===== src/hw/urc_pkg.sv =====
// Constants and types for the irq status and role block
`default_nettype none
package urc_pkg;
    localparam int unsigned ADDR_W = 8;
    localparam int unsigned DATA_W = 32;
    localparam int unsigned CTRL_W = 13;
    localparam int unsigned EP_MAX = 7;

    // Register byte offsets
    localparam logic [7:0] OFS_IRQ_ALL = 8'h00;
    localparam logic [7:0] OFS_IRQ_CTRL = 8'h04;
    localparam logic [7:0] OFS_IRQ_EP = 8'h08;
    localparam logic [7:0] OFS_CTRL_EN = 8'h0c;
    localparam logic [7:0] OFS_CTRL_DIS = 8'h10;
    localparam logic [7:0] OFS_EP_EN = 8'h14;
    localparam logic [7:0] OFS_EP_DIS = 8'h18;
    localparam logic [7:0] OFS_MODE = 8'h1c;
    localparam logic [7:0] OFS_ROLE = 8'h20;
    localparam logic [7:0] OFS_EP_COUNT = 8'h24;

    // Control flag positions, shared by status, enable and disable
    localparam int unsigned FLG_SUPPLY_RAIL_ERROR = 0;
    localparam int unsigned FLG_SESSION_START = 1;
    localparam int unsigned FLG_SESSION_END = 2;
    localparam int unsigned FLG_PEER_DETACH = 3;
    localparam int unsigned FLG_PEER_ATTACH = 4;
    localparam int unsigned FLG_FRAME_START = 5;
    localparam int unsigned FLG_LATE_SIGNALLING = 6;
    localparam int unsigned FLG_BUS_RESET_SEEN = 7;
    localparam int unsigned FLG_WAKEUP_SEEN = 8;
    localparam int unsigned FLG_BUS_IDLE_SEEN = 9;
    localparam int unsigned FLG_CABLE_ROLE_DONE = 10;
    localparam int unsigned FLG_SUPPLY_FAULT = 11;
    localparam int unsigned FLG_SPARE = 12;
    localparam logic [CTRL_W-1:0] CTRL_IRQ_FULL_MASK = 13'h1fff;

    // Combined view: endpoints 0..3 of each class, then control flags
    localparam int unsigned ALL_EP_W = 4;
    localparam int unsigned ALL_HIN_LSB = 0;
    localparam int unsigned ALL_HOUT_LSB = 4;
    localparam int unsigned ALL_DIN_LSB = 8;
    localparam int unsigned ALL_DOUT_LSB = 12;
    localparam int unsigned ALL_CTRL_LSB = 16;

    // Endpoint word: host class low half, peripheral class high half
    localparam int unsigned EP_CLASS_W = 8;
    localparam int unsigned EP_HIN_LSB = 0;
    localparam int unsigned EP_HOUT_LSB = 8;
    localparam int unsigned EP_DIN_LSB = 16;
    localparam int unsigned EP_DOUT_LSB = 24;

    // Role readout codes and positions
    localparam logic [3:0] ROLE_UNDETERMINED = 4'h0;
    localparam logic [3:0] ROLE_A_HOST = 4'h1;
    localparam logic [3:0] ROLE_A_PERIPHERAL = 4'h2;
    localparam logic [3:0] ROLE_B_HOST = 4'h3;
    localparam logic [3:0] ROLE_B_PERIPHERAL = 4'h4;
    localparam logic [1:0] DUAL_NONE = 2'h0;
    localparam logic [1:0] DUAL_HOST = 2'h1;
    localparam logic [1:0] DUAL_DEVICE = 2'h2;
    localparam int unsigned ROLE_OTG_LSB = 0;
    localparam int unsigned ROLE_DUAL_LSB = 4;
    localparam int unsigned ROLE_OTGEN_BIT = 8;
    localparam int unsigned MODE_W = 5;
    localparam logic [MODE_W-1:0] MODE_RESET = 5'h00;

    typedef enum logic [4:0] {
        RS_NONE = 5'b00001,
        RS_A_HOST = 5'b00010,
        RS_A_PERI = 5'b00100,
        RS_B_PERI = 5'b01000,
        RS_B_HOST = 5'b10000
    } urc_role_e;

    // Mode control word, low bits of the mode register
    typedef struct packed {
        logic [1:0] dual_sel;
        logic phy_off;
        logic sess_req;
        logic otg_mode;
    } urc_mode_s;

    // Register port request
    typedef struct packed {
        logic [ADDR_W-1:0] addr;
        logic [DATA_W-1:0] wdata;
        logic wr;
        logic rd;
    } urc_bus_s;
endpackage : urc_pkg
`default_nettype wire

===== src/hw/urc_irq_role.sv =====
// Interrupt status, role report and transceiver power logic
//
// Chosen here: the address map and strobed register access.
`default_nettype none
module urc_irq_role
    import urc_pkg::*;
#(
    parameter int unsigned EP_PAIRS = 7,
    parameter bit OTG_CAPABLE = 1'b1
) (
    // Clock and reset
    input wire logic core_clk_i,
    input wire logic rst_i,
    // Register port
    input wire urc_pkg::urc_bus_s bus_i,
    output logic [urc_pkg::DATA_W-1:0] rdata_o,
    // Events from the controller core
    input wire logic [urc_pkg::CTRL_W-1:0] ctrl_evt_i,
    input wire logic [EP_PAIRS:0] ep_in_evt_i,
    input wire logic [EP_PAIRS:0] ep_out_evt_i,
    // Cable side pins
    input wire logic cable_id_i,
    input wire logic cable_attached_i,
    input wire logic role_swap_i,
    // Outputs
    output logic irq_o,
    output logic phy_power_on_o,
    output logic bus_enable_o,
    output logic sess_req_o
);
    import urc_pkg::*;

    localparam int unsigned EP_N = EP_PAIRS + 1;

    // Parameter range check
    generate
        if (EP_PAIRS < 1 || EP_PAIRS > EP_MAX) begin : g_bad_ep
            $error("EP_PAIRS must lie between 1 and 7");
        end
    endgenerate

    // Role state to readout code
    function automatic logic [3:0] role_code(input urc_role_e st);
        case (st)
            RS_A_HOST: role_code = ROLE_A_HOST;
            RS_A_PERI: role_code = ROLE_A_PERIPHERAL;
            RS_B_HOST: role_code = ROLE_B_HOST;
            RS_B_PERI: role_code = ROLE_B_PERIPHERAL;
            default: role_code = ROLE_UNDETERMINED;
        endcase
    endfunction : role_code

    logic [2:0] sync1_r;
    logic [2:0] sync2_r;
    logic swap_q_r;
    logic cable_id_s;
    logic cable_att_s;
    logic swap_rise;

    // Pin synchronisers and swap edge
    always_ff @(posedge core_clk_i or posedge rst_i) begin
        if (rst_i) begin
            sync1_r <= 3'h0;
            sync2_r <= 3'h0;
            swap_q_r <= 1'b0;
        end else begin
            sync1_r <= {role_swap_i, cable_attached_i, cable_id_i};
            sync2_r <= sync1_r;
            swap_q_r <= sync2_r[2];
        end
    end

    assign cable_id_s = sync2_r[0];
    assign cable_att_s = sync2_r[1];
    assign swap_rise = sync2_r[2] & ~swap_q_r;

    urc_mode_s mode_r;
    urc_mode_s mode_nxt;
    urc_role_e role_r;
    urc_role_e role_nxt;
    logic run;
    logic is_host;
    logic is_dev;
    logic phy_on;

    // Session runs only in OTG mode with the transceiver up
    assign phy_on = ~mode_r.phy_off;
    assign run = mode_r.otg_mode & mode_r.sess_req & phy_on;

    // Role machine next state
    always_comb begin
        role_nxt = role_r;
        case (role_r)
            RS_NONE: begin
                if (cable_att_s && !cable_id_s) begin
                    role_nxt = RS_A_HOST;
                end else begin
                    role_nxt = RS_B_PERI;
                end
            end
            RS_A_HOST: begin
                if (swap_rise) begin
                    role_nxt = RS_A_PERI;
                end
            end
            RS_A_PERI: begin
                if (swap_rise) begin
                    role_nxt = RS_A_HOST;
                end
            end
            RS_B_PERI: begin
                if (cable_att_s && !cable_id_s) begin
                    role_nxt = RS_A_HOST;
                end else if (swap_rise) begin
                    role_nxt = RS_B_HOST;
                end
            end
            RS_B_HOST: begin
                if (swap_rise) begin
                    role_nxt = RS_B_PERI;
                end
            end
            default: role_nxt = RS_NONE;
        endcase
        if (!run) begin
            role_nxt = RS_NONE;
        end
    end

    // Role machine register
    always_ff @(posedge core_clk_i or posedge rst_i) begin
        if (rst_i) begin
            role_r <= RS_NONE;
        end else begin
            role_r <= role_nxt;
        end
    end

    // Active role for source gating
    always_comb begin
        if (mode_r.otg_mode) begin
            is_host = (role_r == RS_A_HOST) || (role_r == RS_B_HOST);
            is_dev = (role_r == RS_A_PERI) || (role_r == RS_B_PERI);
        end else begin
            is_host = (mode_r.dual_sel == DUAL_HOST);
            is_dev = (mode_r.dual_sel == DUAL_DEVICE);
        end
    end

    logic [CTRL_W-1:0] ctrl_st_r;
    logic [CTRL_W-1:0] ctrl_st_nxt;
    logic [CTRL_W-1:0] ctrl_ok;
    logic [CTRL_W-1:0] ctrl_set;
    logic [CTRL_W-1:0] ctrl_clr;
    logic [CTRL_W-1:0] cen_r;
    logic [CTRL_W-1:0] cen_nxt;
    logic [DATA_W-1:0] ep_st_r;
    logic [DATA_W-1:0] ep_st_nxt;
    logic [DATA_W-1:0] ep_set;
    logic [DATA_W-1:0] ep_clr;
    logic [DATA_W-1:0] een_r;
    logic [DATA_W-1:0] een_nxt;
    logic [DATA_W-1:0] all_word;
    logic [DATA_W-1:0] role_word;
    logic [DATA_W-1:0] rdata_nxt;
    logic irq_nxt;
    logic irq_r;
    logic rd_all;
    logic rd_ctrl;
    logic rd_ep;

    assign rd_all = bus_i.rd && (bus_i.addr == OFS_IRQ_ALL);
    assign rd_ctrl = bus_i.rd && (bus_i.addr == OFS_IRQ_CTRL);
    assign rd_ep = bus_i.rd && (bus_i.addr == OFS_IRQ_EP);

    // Per-flag role qualification of control events
    always_comb begin
        ctrl_ok = CTRL_IRQ_FULL_MASK;
        ctrl_ok[FLG_SUPPLY_RAIL_ERROR] = is_host;
        ctrl_ok[FLG_SESSION_START] = mode_r.otg_mode;
        ctrl_ok[FLG_SESSION_END] = is_dev;
        ctrl_ok[FLG_PEER_DETACH] = is_host;
        ctrl_ok[FLG_PEER_ATTACH] = is_host;
        ctrl_ok[FLG_LATE_SIGNALLING] = is_host;
        ctrl_ok[FLG_BUS_RESET_SEEN] = is_dev;
        ctrl_ok[FLG_BUS_IDLE_SEEN] = is_dev;
        ctrl_ok[FLG_CABLE_ROLE_DONE] = mode_r.otg_mode;
        ctrl_ok[FLG_SUPPLY_FAULT] = is_host;
        // Nothing latches while the transceiver is down
        ctrl_set = ctrl_evt_i & ctrl_ok & {CTRL_W{phy_on}};
    end

    // Endpoint events sorted into host and peripheral classes
    always_comb begin
        ep_set = '0;
        for (int i = 0; i < EP_N; i++) begin
            ep_set[EP_HIN_LSB + i] = phy_on & is_host & ep_in_evt_i[i];
            ep_set[EP_HOUT_LSB + i] = phy_on & is_host & ep_out_evt_i[i];
            ep_set[EP_DIN_LSB + i] = phy_on & is_dev & ep_in_evt_i[i];
            ep_set[EP_DOUT_LSB + i] = phy_on & is_dev & ep_out_evt_i[i];
        end
    end

    // Combined view and role readout words
    always_comb begin
        all_word = '0;
        all_word[ALL_HIN_LSB +: ALL_EP_W] =
            ep_st_r[EP_HIN_LSB +: ALL_EP_W];
        all_word[ALL_HOUT_LSB +: ALL_EP_W] =
            ep_st_r[EP_HOUT_LSB +: ALL_EP_W];
        all_word[ALL_DIN_LSB +: ALL_EP_W] =
            ep_st_r[EP_DIN_LSB +: ALL_EP_W];
        all_word[ALL_DOUT_LSB +: ALL_EP_W] =
            ep_st_r[EP_DOUT_LSB +: ALL_EP_W];
        all_word[ALL_CTRL_LSB +: CTRL_W] = ctrl_st_r;
        role_word = '0;
        role_word[ROLE_OTG_LSB +: 4] = role_code(role_r);
        if (!mode_r.otg_mode) begin
            if (is_host) begin
                role_word[ROLE_DUAL_LSB +: 2] = DUAL_HOST;
            end else if (is_dev) begin
                role_word[ROLE_DUAL_LSB +: 2] = DUAL_DEVICE;
            end else begin
                role_word[ROLE_DUAL_LSB +: 2] = DUAL_NONE;
            end
        end
        role_word[ROLE_OTGEN_BIT] = mode_r.otg_mode;
    end

    // Register file next values
    always_comb begin
        ctrl_clr = {CTRL_W{rd_all | rd_ctrl}};
        ep_clr = {DATA_W{rd_ep}};
        ctrl_st_nxt = (ctrl_st_r & ~ctrl_clr) | ctrl_set;
        ep_st_nxt = (ep_st_r & ~ep_clr) | ep_set;
        cen_nxt = cen_r;
        een_nxt = een_r;
        mode_nxt = mode_r;
        if (bus_i.wr) begin
            case (bus_i.addr)
                OFS_CTRL_EN: cen_nxt = cen_r | bus_i.wdata[CTRL_W-1:0];
                OFS_CTRL_DIS: cen_nxt = cen_r & ~bus_i.wdata[CTRL_W-1:0];
                OFS_EP_EN: een_nxt = een_r | bus_i.wdata;
                OFS_EP_DIS: een_nxt = een_r & ~bus_i.wdata;
                OFS_MODE: begin
                    mode_nxt = urc_mode_s'(bus_i.wdata[MODE_W-1:0]);
                    mode_nxt.otg_mode =
                        bus_i.wdata[0] & OTG_CAPABLE;
                end
                default: mode_nxt = mode_r;
            endcase
        end
        rdata_nxt = '0;
        if (bus_i.rd) begin
            case (bus_i.addr)
                OFS_IRQ_ALL: rdata_nxt = all_word;
                OFS_IRQ_CTRL: rdata_nxt = {19'h0, ctrl_st_r};
                OFS_IRQ_EP: rdata_nxt = ep_st_r;
                OFS_CTRL_EN: rdata_nxt = {19'h0, cen_r};
                OFS_CTRL_DIS: rdata_nxt = {19'h0, cen_r};
                OFS_EP_EN: rdata_nxt = een_r;
                OFS_EP_DIS: rdata_nxt = een_r;
                OFS_MODE: rdata_nxt = {27'h0, mode_r};
                OFS_ROLE: rdata_nxt = role_word;
                OFS_EP_COUNT: rdata_nxt = DATA_W'(EP_PAIRS);
                default: rdata_nxt = '0;
            endcase
        end
        irq_nxt = (|(ctrl_st_nxt & cen_nxt)) |
            (|(ep_st_nxt & een_nxt));
    end

    // Register file flops
    always_ff @(posedge core_clk_i or posedge rst_i) begin
        if (rst_i) begin
            ctrl_st_r <= '0;
            ep_st_r <= '0;
            cen_r <= '0;
            een_r <= '0;
            mode_r <= urc_mode_s'(MODE_RESET);
            rdata_o <= '0;
            irq_r <= 1'b0;
        end else begin
            ctrl_st_r <= ctrl_st_nxt;
            ep_st_r <= ep_st_nxt;
            cen_r <= cen_nxt;
            een_r <= een_nxt;
            mode_r <= mode_nxt;
            rdata_o <= rdata_nxt;
            irq_r <= irq_nxt;
        end
    end

    // Outputs from registered state
    assign irq_o = irq_r;
    assign phy_power_on_o = phy_on;
    assign bus_enable_o = phy_on;
    assign sess_req_o = run;
endmodule : urc_irq_role
`default_nettype wire


===== config.mk =====
export PLATFORM = sky130hd
export DESIGN_NAME = urc_irq_role
export DESIGN_NICKNAME = d
export VERILOG_FILES = /design/src/hw/urc_pkg.sv /design/src/hw/urc_irq_role.sv
export SDC_FILE = /design/constraint.sdc
export NUM_CORES = 1
export LEC_CHECK = 0
export ABC_AREA = 1
export BUFFER_PORTS_ARGS = -buffer_cell sky130_fd_sc_hd__buf_2
export CAP_MARGIN = 20
export CORE_ASPECT_RATIO = 0.7
export CORE_MARGIN = 2
export CORE_UTILIZATION = 56
export DETAILED_ROUTE_END_ITERATION = 7
export PLACE_DENSITY = 0.8
export SLEW_MARGIN = 20
export SYNTH_ARGS = -nofsm -noshare
export SYNTH_HDL_FRONTEND = slang
export SYNTH_SLANG_ARGS = --single-unit

===== constraint.sdc =====
create_clock -name core_clk_i -period 6.38 [get_ports core_clk_i]
set_clock_uncertainty 0.2 [all_clocks]
set_input_delay 1.276 -clock core_clk_i [delete_from_list [all_inputs] [get_ports core_clk_i]]
set_output_delay 1.276 -clock core_clk_i [all_outputs]
set_load 0.01 [all_outputs]

* Word level (Yosys, flattened, before mapping)
Index checks and enable logic that the tools add are counted.
Operators by class: multiplexer cells 20, bitwise gates (word level) 57, equal/unequal tests 20, reduce and logical (&&, ||, !) cells 14
Operators with widths (number):
- $pmux 32 s8 | 1
- $and 32x32->32 | 3
- $and 13x13->13 | 5
- $mux 32 | 2
- $not 32->32 | 2
- $or 32x32->32 | 2
- $pmux 32 s2 | 1
- $and 1x1->1 | 37
- $eq 8x5->1 const B | 4
- $reduce_or 32->1 | 1
- $mux 5 | 6
- $not 13->13 | 2
- $or 13x13->13 | 2
- $pmux 13 s2 | 1
- $pmux 5 s5 | 1
- $eq 8x4->1 const B | 2
- $eq 8x6->1 const B | 2
- $mux 13 | 1
- $reduce_or 13->1 | 1
- $pmux 3 s4 | 1
- $ne 3x3->1 const B | 3
- $eq 8x3->1 const B | 1
- $logic_not 8->1 | 1
- $mux 2 | 3
- 18 further kinds | 26
Storage, ports and cells: bits in registers 140, output and inout port bits 36, bits of input ports 76

* Depth between registers and ports, before layout
depth after elaboration 9, mapped depth 15

* Worst setup path after synthesis
Ideal clock, no wire load.
path type input to register, start point in bus_i[34] in the netlist's numbering, end point reg irq_r (netlist: irq_o), data required time 6.055 ns, arrival time 2.489 ns, library setup time 0.125 ns, cell stages on the path 13, setup slack 3.566 ns, cell sequence inv_1 > nand2_2 > nor2_1 > nand2_2 > clkbuf_2 > o21ai_0 > o21ai_0 > nand2_1 > nand2_1 > nor2_1 > nand2_1 > nor2_1 > nand3_1
On the way: elaborated cells on any way between the ends 26, classes of those cells eq/ne: 6; mux: 4; bitwise: 10; reduce/logical: 6
RTL lines:
- from (decl) | RTL line urc_irq_role.sv:15 | input wire urc_pkg::urc_bus_s bus_i,
- $eq 8x5->1 or $eq 8x4->1 (tied branches) | RTL line urc_irq_role.sv:240 | case (bus_i.addr)
- $pmux 13 s2 * | RTL line urc_irq_role.sv:240
- $mux 13 * | RTL line urc_irq_role.sv:239 | if (bus_i.wr) begin
- net cen_nxt[4] | RTL line urc_irq_role.sv:156 | logic [CTRL_W-1:0] cen_nxt;
- $and 13x13->13 * | RTL line urc_irq_role.sv:269 | irq_nxt = (|(ctrl_st_nxt & cen_nxt)) |
- $reduce_or 13->1 * | RTL line urc_irq_role.sv:269
- $or 1x1->1 * | RTL line urc_irq_role.sv:269
- net irq_nxt | RTL line urc_irq_role.sv:166 | logic irq_nxt;
- to (signal assigned) | RTL line urc_irq_role.sv:290 | irq_r <= irq_nxt;
- to (decl) | RTL line urc_irq_role.sv:167 | logic irq_r;
Mark *: on every way through the listed nets, which the timed path passes. The rest lies on a longest branch. A chain may end at the register's enable or synchronous reset.

* Worst setup path in the final report
start point in bus_i[34] in the netlist's numbering, end point reg rdata_o[23] in the netlist's numbering
On the way: cells in the longest elaborated chain, start to end 4, elaborated cells on any way between the ends 14, classes of those cells eq/ne: 9; mux: 2; reduce/logical: 3
Ends and longest elaborated chain:
- $eq 8x5->1 or $eq 8x4->1 (tied branches) | RTL line urc_irq_role.sv:255 | case (bus_i.addr)
- $reduce_or 2->1 (no line)
- $pmux 32 s8 * | RTL line urc_irq_role.sv:255
- $mux 32 * | RTL line urc_irq_role.sv:254 | if (bus_i.rd) begin
- net rdata_nxt[23] | RTL line urc_irq_role.sv:165 | logic [DATA_W-1:0] rdata_nxt;
- to (signal assigned) | RTL line urc_irq_role.sv:289 | rdata_o <= rdata_nxt;
- to (decl) | RTL line urc_irq_role.sv:16 | output logic [urc_pkg::DATA_W-1:0] rdata_o,
Marks and branches as above.

==> impl_metrics.yaml <==
final_layout:
  layout-drive-gt1-share_pct: 17.5
  antenna_cell_count: 0
  nets_final: 997
  commonest_cells_after_routing_fill_and_taps_aside: "339 x sky130_fd_sc_hd__nand2_1, 139 x sky130_fd_sc_hd__dfrtp_1, 111 x sky130_fd_sc_hd__buf_2"
  seqCellArea_um2: 3500
  multi_input_area_um2: 2740
  areaGrowthSynthToFinish_pct: 17.6
  most_frequent_standard_cell_in_the_layout_excluding_fill_and_tap_cells: "sky130_fd_sc_hd__nand2_1"
  n_fill_cell: 972
timing:
  rsz_0062_raised_after_global_routing: "false"
  worst_slew_pin_slew_ps: 1030
  period_needed_ps: 3810
  final_hold_viol_count: 0
  setup_viol: 0
  slew-limit-headroom_pct: 31.4
  max_freq_mhz: 263
  final_worst_setup_slack_ps: 2570
  slew_violations: 0
  timing.final.crit_share_pct: 59.7
  final.setup.tns_ps: 0
clock_network:
  post_cts.resized_instances: 0
  clk_root_buffer_cell: "sky130_fd_sc_hd__clkbuf_16"
  tritoncts_clock_tree: "done"
  htree_num_levels: 4
  holdBufCountCts: 0
  clockBufferDepth: 2
  clock_sinks: 140
  post_cts_buffers: 0
  cts.reportedPaths.clkPinSlew_ps: 60
  cts_made_buffers: 17
  clock_insertion_delay_at_the_later_pin_of_the_skew_report_ps: 420
grt:
  grt_antenna_before_repair: 1
  globalRoute.totalOverflow: 0
  grt_first_pass_wirelength_mm: 33.1
  largest_net_degree_at_the_start_of_global_routing: 89
  number_of_global_route_vias_before_repair: 6208
  global_route.usage.total_pct: 34.9
power_and_ir_drop:
  power.ir.vdd_worst_mv: 0.238
  p_leak_nw: 4.13
  cellPowerDensity_nw_per_um2: 314
drt:
  dr_total_vias: 6454
  drtAntennaViolNets: 0
  drc_errors: 1
  routed_wl_mm: 21.4
  drt-wirelength-per-cell_um: 19.7
  detailedRoute.firstPassIterationCount: 8
  drtIter0Drc: 817
  post_drt_via_cell_ratio: 5.93
floorplanning:
  core_area_um2: 11600
  rows: 33
  ioPinCount: 112
  dieWidth_um: 134
  die_y_um: 95.1
  die_area_um2: 12800
  start_util_pct: 57.0
critical_path:
  critical_path.most_common_cell: "sky130_fd_sc_hd__buf_4"
  critical_path.max_stage_delay_ps: 560
  crit_chain: "buf_2, inv_1, nand2_2, nor3_4, nand2_4, nand2_1, buf_4, o31ai_1, buf_4, o21ai_0"
  timing.critical_path.fanout_max: 22
  required_ps: 6500
  worstSetupEndpointType: "flip-flop"
  crit_type: "in2reg"
  critical-path-slowest-cell: "sky130_fd_sc_hd__nor3_4"
  startpoint_type: "primary input"
  critPathArrivalTime_ps: 3920
placed_design:
  io_buffers: 111
  place.gp.congestion: 0.944
  dp_slack_ps: 2270
  place_hpwl_mm: 14.4
hold_path:
  worstHoldPathType: "reg2reg"
status:
  violations: "DRC"
  run_status: "finished with violations"
synthesis:
  synth_warnings: 0
  post_synth_num_cell_types: 35
  synth_area_um2: 6640
  synth_top_cell_area_share_pct: 52.4
  synth.largest_area_cell: "sky130_fd_sc_hd__dfrtp_1"
  synthesis.instances: 821
  ys_ff_latch: 140
  netlist_top_cells_area: "sky130_fd_sc_hd__dfrtp_1 52%, sky130_fd_sc_hd__nand2_1 19%, sky130_fd_sc_hd__nand3_1 4.6%"
  synth_nets: 897
  syn_avg_cell_area_um2: 8.09
  seq_area_frac_synth_pct: 52.8
job:
  cap_violations: 0
==> critical path: cells and delay by family <==
kind / cells / cell delay, ps
buffers and inverters: 4 / 760
AOI/OAI and AO/OA: 2 / 360
and+or+nand+nor: 4 / 1510
==> per-stage QoR <==
step	area, um^2	std cells	total power, mW	hold slack [ps]	util [%]
floorplan	6640	821	1.30	131	-
global placement	7230	1059	1.43	135	62.1
detailed placement	7230	1059	1.44	138	62.1
CTS	7820	1089	2.44	152	67.1
global route	7820	1089	2.55	158	67.1
finish	7820	1089	2.46	151	67.1
==> power by group <==
part           total [mW]  internal (mW)  switching (mW)
Clock               0.998          0.628           0.370
Sequential           1.13           1.02           0.115
Combinational       0.325          0.105           0.220
Total                2.46           1.75           0.706
==> cells in the mapped netlist <==
master	instances
sky130_fd_sc_hd__nand3b_1	5
sky130_fd_sc_hd__o32ai_1	2
sky130_fd_sc_hd__nand3_4	1
sky130_fd_sc_hd__nand2_1	339
sky130_fd_sc_hd__o21ai_0	46
sky130_fd_sc_hd__buf_2	14
sky130_fd_sc_hd__o31ai_1	2
sky130_fd_sc_hd__a41oi_1	7
sky130_fd_sc_hd__inv_1	50
sky130_fd_sc_hd__o21bai_1	3
sky130_fd_sc_hd__nor3_1	4
sky130_fd_sc_hd__dfstp_2	1
sky130_fd_sc_hd__o22ai_1	5
sky130_fd_sc_hd__nand3_1	61
sky130_fd_sc_hd__buf_6	6
sky130_fd_sc_hd__nor3_4	1
sky130_fd_sc_hd__nor2_1	37
sky130_fd_sc_hd__nand2_4	1
sky130_fd_sc_hd__a21oi_2	1
sky130_fd_sc_hd__clkbuf_2	2
sky130_fd_sc_hd__a22oi_1	17
sky130_fd_sc_hd__nand4_1	2
sky130_fd_sc_hd__a31oi_1	6
sky130_fd_sc_hd__nor2_4	3
sky130_fd_sc_hd__buf_4	2
sky130_fd_sc_hd__mux2_2	5
sky130_fd_sc_hd__a22o_1	2
sky130_fd_sc_hd__nand3_2	1
sky130_fd_sc_hd__o21ai_1	16
sky130_fd_sc_hd__clkbuf_1	11
sky130_fd_sc_hd__inv_2	2
sky130_fd_sc_hd__a21oi_1	19
sky130_fd_sc_hd__a221oi_1	5
sky130_fd_sc_hd__dfrtp_1	139
sky130_fd_sc_hd__nand2_2	3
==> path summary, 6_finish.rpt <==
kind | start | end | slack, ps | cells past startpoint
max reg2reg | ctrl_ok[1] | irq_o | 3470 | 12
min | sync1_r[1] | sync2_r[1] | 150 | 0
max in group asynchronous | rst_i | een_r[15] | 4000 | 3
min in group asynchronous | rst_i | role_r[2] | 800 | 2
max | bus_i[34] | rdata_o[23] | 2570 | 10
min reg2reg | sync1_r[1] | sync2_r[1] | 150 | 0
==> registers in the layout, indices dropped and copies added (netlist names) <==
name and count:
een_r 32, ep_st_r 32, rdata_o 32, cen_r 13, ctrl_st_r 13, role_r 5
mode_r 4, sync1_r 3, sync2_r 3, ctrl_ok 1, irq_o 1, swap_q_r 1
==> routing by layer <==
metal  vias to the layer above  share of wire (%)  global-route usage [%]
met3                        66                 14                    12.8
met1                      2992                 41                    47.8
met2                       499                 43                    52.4
li1                       2895                  -                       -
met4                         2                2.2                    10.7
met5                         -              0.061                   0.794
==> cells by family after synthesis <==
family | after synthesis | synth area share (%)
flip-flops | 140 | 52.8
AO/OA/AOI/OAI | 131 | 11.9
multiplexers | 5 | 0.848
buffers and inverters | 87 | 6.01
AND/OR/NAND/NOR | 458 | 28.5
==> layout make-up <==
class                   instances  area share, %
flip-flops and latches        140           44.8
clock inverters                 8           1.50
multi-input cells             594           35.0
clock buffers                  22           5.94
repair buffers                116           7.59
well taps                     157           2.51
inverters                      52           2.56
(Power assumes the default switching activity.)
